[config.mk]
export PLATFORM = sky130hd
export DESIGN_NAME = dmc_channel
export DESIGN_NICKNAME = d
export VERILOG_FILES = /design/src/inc/dmc_pkg.sv /design/src/hw/dmc_channel.sv
export SDC_FILE = /design/constraint.sdc
export NUM_CORES = 1
export LEC_CHECK = 0
export BUFFER_PORTS_ARGS = -buffer_cell sky130_fd_sc_hd__buf_2
export CORE_UTILIZATION = 60
export CTS_BUF_LIST = sky130_fd_sc_hd__clkbuf_2 sky130_fd_sc_hd__clkbuf_4 sky130_fd_sc_hd__clkbuf_8
export DETAILED_ROUTE_END_ITERATION = 8
export GPL_TIMING_DRIVEN = 0
export PLACE_DENSITY_LB_ADDON = 0.2
export SLEW_MARGIN = 5
export SYNTH_ARGS = -nofsm -noshare
export SYNTH_HDL_FRONTEND = slang
export SYNTH_SLANG_ARGS = --single-unit
export TNS_END_PERCENT = 1
[constraint.sdc]
create_clock -name i_clk -period 4.3 [get_ports i_clk]
set_input_delay 0.86 -clock i_clk [delete_from_list [all_inputs] [get_ports i_clk]]
set_output_delay 0.86 -clock i_clk [all_outputs]
set_load 0.02 [all_outputs]
[src/inc/dmc_pkg.sv]
// dma channel mode control: shared constants, types and register map.
// assumes one system clock and an apb register port.
package dmc_pkg;
  // ----------------------------------------------------------
  // register map (byte addresses)
  // ----------------------------------------------------------
  localparam logic [7:0] OFS_MAR   = 8'h00; // memory address
  localparam logic [7:0] OFS_IO_ADDRESS_REG  = 8'h04; // io address
  localparam logic [7:0] OFS_COUNT = 8'h08; // transfer count
  localparam logic [7:0] OFS_CTRL  = 8'h0C; // channel control
  localparam logic [7:0] OFS_BAND  = 8'h10; // enable, int enable, single
  localparam logic [7:0] OFS_STAT  = 8'h14; // sticky events
  localparam logic [7:0] OFS_MASK  = 8'h18; // interrupt mask
  // ----------------------------------------------------------
  // field positions and reset values
  // ----------------------------------------------------------
  localparam int CTRL_SIZE = 7; // word when set
  localparam int CTRL_STEP = 6; // decrement when set
  localparam int CTRL_RPT  = 5; // repeat select
  localparam int CTRL_DIR  = 4; // direction select
  localparam int BAND_EN   = 0; // channel enable
  localparam int BAND_IE   = 1; // end interrupt enable
  localparam int BAND_SAE  = 2; // single address select
  localparam int STAT_END  = 0; // transfer end event
  localparam logic [7:0] CTRL_RESET = 8'h00;
  localparam logic [2:0] BAND_RESET = 3'h0;
  localparam logic [7:0] IO_UPPER   = 8'hFF;
  localparam logic [7:0] CNT_ZERO   = 8'h00;
  // activation source codes
  localparam logic [3:0] SRC_ADC   = 4'h1;
  localparam logic [3:0] SRC_SCI0  = 4'h4;
  localparam logic [3:0] SRC_SCI3  = 4'h7;
  localparam logic [3:0] SRC_TPU0  = 4'h8;
  localparam logic [3:0] SRC_TPU5  = 4'hD;
  // ----------------------------------------------------------
  // types
  // ----------------------------------------------------------
  typedef enum logic [1:0] {ST_IDLE, ST_READ, ST_WRITE, ST_SINGLE} dmc_state_e;
  typedef enum logic [1:0] {MODE_SEQ, MODE_RPT, MODE_HOLD} dmc_mode_e;
endpackage

[src/hw/dmc_channel.sv]
// dma channel a: mode control, counting and bus sequencing.
// assumes apb master, internal bus with ack, events as one-cycle pulses.
//
// Added by the designer: the register addresses and the APB interface to the registers.
module dmc_channel
  import dmc_pkg::*;
(
  input  wire logic        i_clk,        // 250 MHz system clock
  input  wire logic        i_reset_n,    // async reset, active low
  input  wire logic        i_ce,         // clock enable, freezes state
  input  wire logic        i_standby,    // standby entry, clears control
  input  wire logic        i_psel,       // apb select
  input  wire logic        i_penable,    // apb access phase
  input  wire logic        i_pwrite,     // apb direction
  input  wire logic [7:0]  i_paddr,      // apb byte address
  input  wire logic [31:0] i_pwdata,     // apb write data
  output logic      [31:0] o_prdata,     // apb read data
  output logic             o_pready,     // apb ready
  output logic             o_pslverr,    // apb error, unmapped
  input  wire logic        i_adc_end,    // converter end pulse
  input  wire logic [3:0]  i_sci_evt,    // serial tx0 rx0 tx1 rx1
  input  wire logic [5:0]  i_tpu_evt,    // timer ch 0..5 match a
  output logic             o_bus_req,    // internal bus request
  output logic      [23:0] o_bus_addr,   // bus address
  output logic             o_bus_write,  // bus write
  output logic             o_bus_word,   // word access
  output logic      [15:0] o_bus_wdata,  // bus write data
  input  wire logic        i_bus_ack,    // bus cycle complete
  input  wire logic [15:0] i_bus_rdata,  // bus read data
  output logic             o_dma_ack_strobe, // single mode strobe
  output logic             o_irq,        // level interrupt
  output logic             o_channel_active // channel enable set
);

  // ----------------------------------------------------------
  // state types
  // ----------------------------------------------------------
  // control state, reset to constants
  typedef struct packed {
    dmc_state_e  state;   // sequencer
    logic        pend;    // activation pending
    logic        stat;    // sticky end event
    logic        mask;    // interrupt mask
    logic [7:0]  ctrl;    // channel_control_reg
    logic [2:0]  band;    // band_control_reg subset
    logic [15:0] data;    // transfer data latch
    logic        req;     // bus request
    logic [23:0] addr;    // bus address
    logic        wr;      // bus write
    logic        word;    // bus size
    logic [15:0] wdata;   // bus write data
    logic        dma_ack_strobe;    // acknowledge strobe
    logic        pready;  // apb ready
    logic [31:0] prdata;  // apb read data
    logic        pslverr; // apb error
    logic        irq;     // interrupt
    logic        act;     // channel active
  } dmc_ctl_s;

  // address and count state, never reset
  typedef struct packed {
    logic [23:0] memory_address_reg;     // memory_address_reg
    logic [23:0] start;   // address at count start
    logic [15:0] io_address_reg;    // io_address_reg
    logic [15:0] count;   // transfer_count_reg
  } dmc_keep_s;

  dmc_ctl_s  r;       // control registers
  dmc_ctl_s  next_r;  // next control
  dmc_keep_s k;       // retained registers
  dmc_keep_s next_k;  // next retained

  // ----------------------------------------------------------
  // functions
  // ----------------------------------------------------------
  // mode from repeat select and interrupt enable
  function automatic dmc_mode_e mode_of(input logic rpt, input logic ie);
    if (!rpt) begin
      return MODE_SEQ;
    end
    return ie ? MODE_HOLD : MODE_RPT;
  endfunction

  // selected activation source fired
  function automatic logic src_hit(input logic [3:0] code,
                                   input logic adc,
                                   input logic [3:0] serial_comm_unit,
                                   input logic [5:0] timer_pulse_unit);
    logic [3:0] ofs;
    ofs = 4'h0;
    if (code == SRC_ADC) begin
      return adc;
    end
    if (code >= SRC_SCI0 && code <= SRC_SCI3) begin
      ofs = code - SRC_SCI0;
      return serial_comm_unit[ofs[1:0]];
    end
    if (code >= SRC_TPU0 && code <= SRC_TPU5) begin
      ofs = code - SRC_TPU0;
      return timer_pulse_unit[ofs[2:0]];
    end
    return 1'b0; // zero and unused codes
  endfunction

  // next memory address after one transfer
  function automatic logic [23:0] step_addr(input logic [23:0] a,
                                            input logic word,
                                            input logic dec);
    logic [23:0] s;
    s = word ? 24'h000002 : 24'h000001;
    return dec ? a - s : a + s;
  endfunction

  // ----------------------------------------------------------
  // combinational next state
  // ----------------------------------------------------------
  logic        setup;   // apb setup phase
  logic        wr_acc;  // apb write takes effect
  logic        hit;     // decoded address mapped
  logic        done;    // transfer finished
  logic        ev_end;  // transfer end event
  logic [7:0]  low;     // decremented repeat counter
  logic [23:0] io_full; // full io address
  logic [31:0] rd;      // read mux
  dmc_mode_e   mode;    // current mode

  always_comb begin
    next_r  = r;
    next_k  = k;
    done    = 1'b0;
    ev_end  = 1'b0;
    low     = k.count[7:0] - 8'h01;
    io_full = {IO_UPPER, k.io_address_reg};
    mode    = mode_of(r.ctrl[CTRL_RPT], r.band[BAND_IE]);
    setup   = i_psel && !i_penable;
    wr_acc  = i_psel && i_penable && r.pready && i_pwrite;
    hit     = (i_paddr == OFS_MAR) || (i_paddr == OFS_IO_ADDRESS_REG) ||
              (i_paddr == OFS_COUNT) || (i_paddr == OFS_CTRL) ||
              (i_paddr == OFS_BAND) || (i_paddr == OFS_STAT) ||
              (i_paddr == OFS_MASK);
    // read mux, unmapped reads as zero
    unique case (i_paddr)
      OFS_MAR:   rd = {8'h00, k.memory_address_reg};
      OFS_IO_ADDRESS_REG:  rd = {16'h0000, k.io_address_reg};
      OFS_COUNT: rd = {16'h0000, k.count};
      OFS_CTRL:  rd = {24'h000000, r.ctrl};
      OFS_BAND:  rd = {29'h00000000, r.band};
      OFS_STAT:  rd = {31'h00000000, r.stat};
      OFS_MASK:  rd = {31'h00000000, r.mask};
      default:   rd = 32'h00000000;
    endcase

    // activation latch, only while enabled
    if (r.band[BAND_EN] &&
        src_hit(r.ctrl[3:0], i_adc_end, i_sci_evt, i_tpu_evt)) begin
      next_r.pend = 1'b1;
    end

    // sequencer
    unique case (r.state)
      ST_IDLE: begin
        if (r.band[BAND_EN] && r.pend) begin
          next_r.pend  = 1'b0;
          next_r.state = r.band[BAND_SAE] ? ST_SINGLE : ST_READ;
        end
      end
      ST_READ: begin
        // dual mode read phase
        if (i_bus_ack) begin
          next_r.data  = i_bus_rdata;
          next_r.state = ST_WRITE;
        end
      end
      ST_WRITE: begin
        // dual mode write phase
        if (i_bus_ack) begin
          done         = 1'b1;
          next_r.state = ST_IDLE;
        end
      end
      ST_SINGLE: begin
        // one cycle with acknowledge strobe
        if (i_bus_ack) begin
          done         = 1'b1;
          next_r.state = ST_IDLE;
        end
      end
    endcase

    // address and count update per transfer
    if (done) begin
      if (mode != MODE_HOLD) begin
        next_k.memory_address_reg = step_addr(k.memory_address_reg, r.ctrl[CTRL_SIZE],
                               r.ctrl[CTRL_STEP]);
      end else begin
        next_k.memory_address_reg = k.memory_address_reg;
      end
      if (mode == MODE_RPT) begin
        // enable stays set in repeat
        if (low == CNT_ZERO) begin
          next_k.count[7:0] = k.count[15:8];
          next_k.memory_address_reg        = k.start;
        end else begin
          next_k.count[7:0] = low;
        end
      end else begin
        next_k.count = k.count - 16'h0001;
        if (k.count == 16'h0001) begin
          next_r.band[BAND_EN] = 1'b0;
          next_r.pend          = 1'b0;
          ev_end               = r.band[BAND_IE];
        end
      end
    end

    // apb writes
    if (wr_acc) begin
      unique case (i_paddr)
        OFS_MAR: begin
          next_k.memory_address_reg   = i_pwdata[23:0];
          next_k.start = i_pwdata[23:0];
        end
        OFS_IO_ADDRESS_REG:  next_k.io_address_reg  = i_pwdata[15:0];
        OFS_COUNT: next_k.count = i_pwdata[15:0];
        OFS_CTRL:  next_r.ctrl  = i_pwdata[7:0];
        OFS_BAND: begin
          next_r.band = i_pwdata[2:0];
          // capture address for repeat restore
          if (i_pwdata[BAND_EN] && !r.band[BAND_EN]) begin
            next_k.start = next_k.memory_address_reg;
          end
          if (!i_pwdata[BAND_EN]) begin
            next_r.pend = 1'b0;
          end
        end
        OFS_STAT: next_r.stat = r.stat & ~i_pwdata[STAT_END];
        OFS_MASK: next_r.mask = i_pwdata[STAT_END];
        default: begin
        end
      endcase
    end

    // event set wins over write-one clear
    if (ev_end) begin
      next_r.stat = 1'b1;
    end

    // standby: clear control, abort, keep addresses and count
    if (i_standby) begin
      next_r.ctrl  = CTRL_RESET;
      next_r.band  = BAND_RESET;
      next_r.pend  = 1'b0;
      next_r.state = ST_IDLE;
    end

    // apb answer, one access cycle after setup
    next_r.pready  = setup;
    next_r.prdata  = setup ? rd : 32'h00000000;
    next_r.pslverr = setup && !hit;

    // bus outputs from next state
    next_r.req   = (next_r.state != ST_IDLE);
    next_r.word  = next_r.ctrl[CTRL_SIZE];
    next_r.wdata = next_r.data;
    next_r.dma_ack_strobe  = (next_r.state == ST_SINGLE);
    next_r.addr  = 24'h000000;
    next_r.wr    = 1'b0;
    unique case (next_r.state)
      ST_READ: begin
        // source per direction
        next_r.addr = next_r.ctrl[CTRL_DIR] ? io_full : next_k.memory_address_reg;
      end
      ST_WRITE: begin
        // destination per direction
        next_r.addr = next_r.ctrl[CTRL_DIR] ? next_k.memory_address_reg : io_full;
        next_r.wr   = 1'b1;
      end
      ST_SINGLE: begin
        // memory side; strobe plays the other end
        next_r.addr = next_k.memory_address_reg;
        next_r.wr   = next_r.ctrl[CTRL_DIR];
      end
      default: begin
      end
    endcase
    next_r.irq = next_r.stat && next_r.mask;
    next_r.act = next_r.band[BAND_EN];
  end

  // ----------------------------------------------------------
  // control registers
  // ----------------------------------------------------------
  // async reset to constants, frozen while ce low
  always_ff @(posedge i_clk or negedge i_reset_n) begin
    if (!i_reset_n) begin
      r         <= '0;
      r.state   <= ST_IDLE;
      r.ctrl    <= CTRL_RESET;
      r.band    <= BAND_RESET;
    end else if (i_ce) begin
      r <= next_r;
    end
  end

  // ----------------------------------------------------------
  // retained registers
  // ----------------------------------------------------------
  // no reset: contents survive reset and standby
  always_ff @(posedge i_clk) begin
    if (i_ce) begin
      k <= next_k;
    end
  end

  // ----------------------------------------------------------
  // outputs straight from flops
  // ----------------------------------------------------------
  assign o_prdata         = r.prdata;
  assign o_pready         = r.pready;
  assign o_pslverr        = r.pslverr;
  assign o_bus_req        = r.req;
  assign o_bus_addr       = r.addr;
  assign o_bus_write      = r.wr;
  assign o_bus_word       = r.word;
  assign o_bus_wdata      = r.wdata;
  assign o_dma_ack_strobe = r.dma_ack_strobe;
  assign o_irq            = r.irq;
  assign o_channel_active = r.act;

endmodule

==> impl_metrics.tcl <==
set metrics [dict create \
    outcome "completed" \
    antenna_found_initial 0 \
    criticalPathCategory "flop to flop" \
    grt-ovfl-total 0 \
    timing.rr.end "o_bus_addr[10]" \
    netlist_area_um2 10300 \
    ys_types 80 \
    peakVddDrop_mv 0.211 \
    routed_wl_mm 31.5 \
    drc_errors 0 \
    mostFrequentLayoutCells "buf_2 (138), dfrtp_1 (85), nor2_1 (81)" \
    reg2reg_setup_slack_ps 450 \
    ctsHtreeMaxLevel 4 \
    finalSetupViolCount 0 \
    tightest_slew_ps 1240 \
    die_x_um 133 \
    syn_area_per_cell_um2 10.0 \
    report.final.slew_viol_count 0 \
    clockBufferDepth 2 \
    nets 1294 \
    first_global_vias 8560 \
    synth-edff-count 80 \
    crit_fanout 10 \
    wire_per_inst_um 22.1 \
    dieArea_um2 17700 \
    r2r_cells 10 \
    min_path_type "input port to asynchronous set/reset pin" \
    insertion_delay_ps 480 \
    drtIter0Drc 1138 \
    numPortBuffers 137 \
    maxCapViolCount 0 \
    clock-sinks 166 \
    antennaDiodeCount 0 \
    dr.pass1.iters 6 \
    ys_ff_latch 166 \
    vias_per_cell 6.50 \
    ant_nets 0 \
    power_w 0.00332 \
    syn2layout_area_growth_pct 14.3 \
    cp-start-kind "flop" \
    slew_headroom 0.176 \
    cts_tree "yes" \
    post-route-period-util 0.895 \
    pin_count 155 \
    hold_viol 0 \
    cp.arrival_ps 4190 \
    final_common_cell "buf_2" \
    yosysSeqAreaShare 0.443 \
    syn-instance-count 1027 \
    fmax_mhz 260 \
    vias 9268 \
    die_h_um 133 \
    required_ps 4640 \
    synthArstFlopShare 0.518 \
    worstSetupEndpointType "flop" \
    holdBufCountCts 0 \
    regToRegStartpoint "k[2]" \
    grt_usage 0.365 \
    grt_pass1_wl_mm 48.4 \
    synth_ff_type "dfrtp_1" \
    grt_max_degree 68 \
    root_buffer "clkbuf_8" \
    rsz0062_at_grt "false" \
    power.density_nw_per_um2 282 \
    place_hpwl_mm 23.3 \
    ys_warn_count 0 \
    rows 47 \
    layout-drive-gt1-share 0.254 \
    path_clk_slew_ps 110 \
    skew_ps 17.1 \
    hold_ws_ps 274 \
    start_util 0.618 \
    nFillCells 1336 \
    place_congestion 0.971 \
    p_leak_nw 5.25 \
    period_minus_slack_ps 3850 \
    coreArea_um2 16600 \
    cts_made_buffers 17 \
]
## stage by stage
stage	worst slack (ps)	instance area, um2	instances	setup TNS [ps]	util
after floorplan	230	10300	1034	0	-
after global placement	-1180	11300	1391	-28380	0.678
after detailed placement	-303	11300	1393	-5460	0.681
after CTS	171	11800	1425	0	0.707
after global routing	282	11800	1425	0	0.707
final	451	11800	1425	0	0.707
## flip-flops by register name, indices dropped and copies added, names as in the netlist
name / cells
k: 64
o_bus_addr: 24
o_prdata: 24
io_full: 16
o_bus_wdata: 16
r: 16
o_bus_req: 1
o_bus_write: 1
o_dma_ack_strobe: 1
o_irq: 1
o_pready: 1
o_pslverr: 1
## synth_stat cells (15+ instances only)
cell type   n  area, um2
edfxtp_1   80       2400
inv_1      26       97.6
a21oi_1    76        380
clkbuf_1   50        188
nand2_1    80        300
dfrtp_1    86       2150
o31ai_1    20        150
ha_1       26        325
nor3_1     21        105
or3_1      15       93.8
o2bb2ai_1  27        236
mux2i_1    29        290
a21o_1     17        128
mux2_2     30        338
buf_4      72        541
a31oi_1    17        106
o21ai_0    37        185
nand3_1    15       75.1
nor2_1     81        304
## routing by layer
metal / up-vias / track usage / wire (um)
li1: 4117 / - / -
met1: 4381 / 0.483 / 12000
met2: 650 / 0.575 / 14400
met3: 120 / 0.0816 / 3620
met4: 0 / 0.165 / 1480
met5: - / 0 / 0
## worst max path at each step
stage | startpoint | end | slack, ps | depth (start not counted)
final | k[2] | o_bus_addr[10] | 450 | 10
after global routing | r[105] | k[55] | 280 | 10
after CTS | i_paddr[0] | k[43] | 170 | 8
after detailed placement | i_paddr[0] | k[42] | -300 | 8
after global placement | i_paddr[0] | k[40] | -1180 | 7
after floorplan | i_paddr[0] | k[32] | 230 | 6
## power breakdown
part / switching [W] / internal (W) / leakage [nW]
logic: 0.000223 / 0.000131 / 3.10
clock network: 0.000672 / 0.000553 / 0.219
registers: 0.0000370 / 0.00170 / 1.93
## cell type report
cell class	count	area, um2	share of cell area
flip-flops and latches	166	4560	0.387
inverters	26	97.6	0.00830
repair buffers	139	731	0.0621
well taps	220	275	0.0234
multi-input cells	713	4910	0.417
plain buffers	129	772	0.0656
clock buffers	18	241	0.0205
clock inverters	14	184	0.0156
## logic make-up (layout without fill, tap and decap cells)
| kind of cell | Yosys count | after routing | synth area share |
|---|---|---|---|
| other | 1 | 8 | 0.000364 |
| muxes | 67 | 67 | 0.0778 |
| and+or+nand+nor | 286 | 286 | 0.139 |
| xor gates and xnor gates | 23 | 23 | 0.0196 |
| DFF | 166 | 166 | 0.443 |
| buffers and inverters | 155 | 326 | 0.0845 |
| AOI/OAI and AO/OA | 302 | 302 | 0.203 |
| adders and majority gates | 27 | 27 | 0.0336 |
## worst max-delay path: stages (launching register included)
cell and delay, ps:
edfxtp_1 400, buf_6 160, nor4_1 780, nand2_1 220
xnor2_1 520, clkbuf_1 530, o21ai_2 240, nor3_1 480
o31ai_2 140, mux2i_1 170, o2bb2ai_1 70
## repair_timing
action,4_1_cts,5_1_grt
endpoints found under the setup margin,0,16
buffers inserted,0,0
resized for setup,0,2
Power figures use the tool's default switching activity.
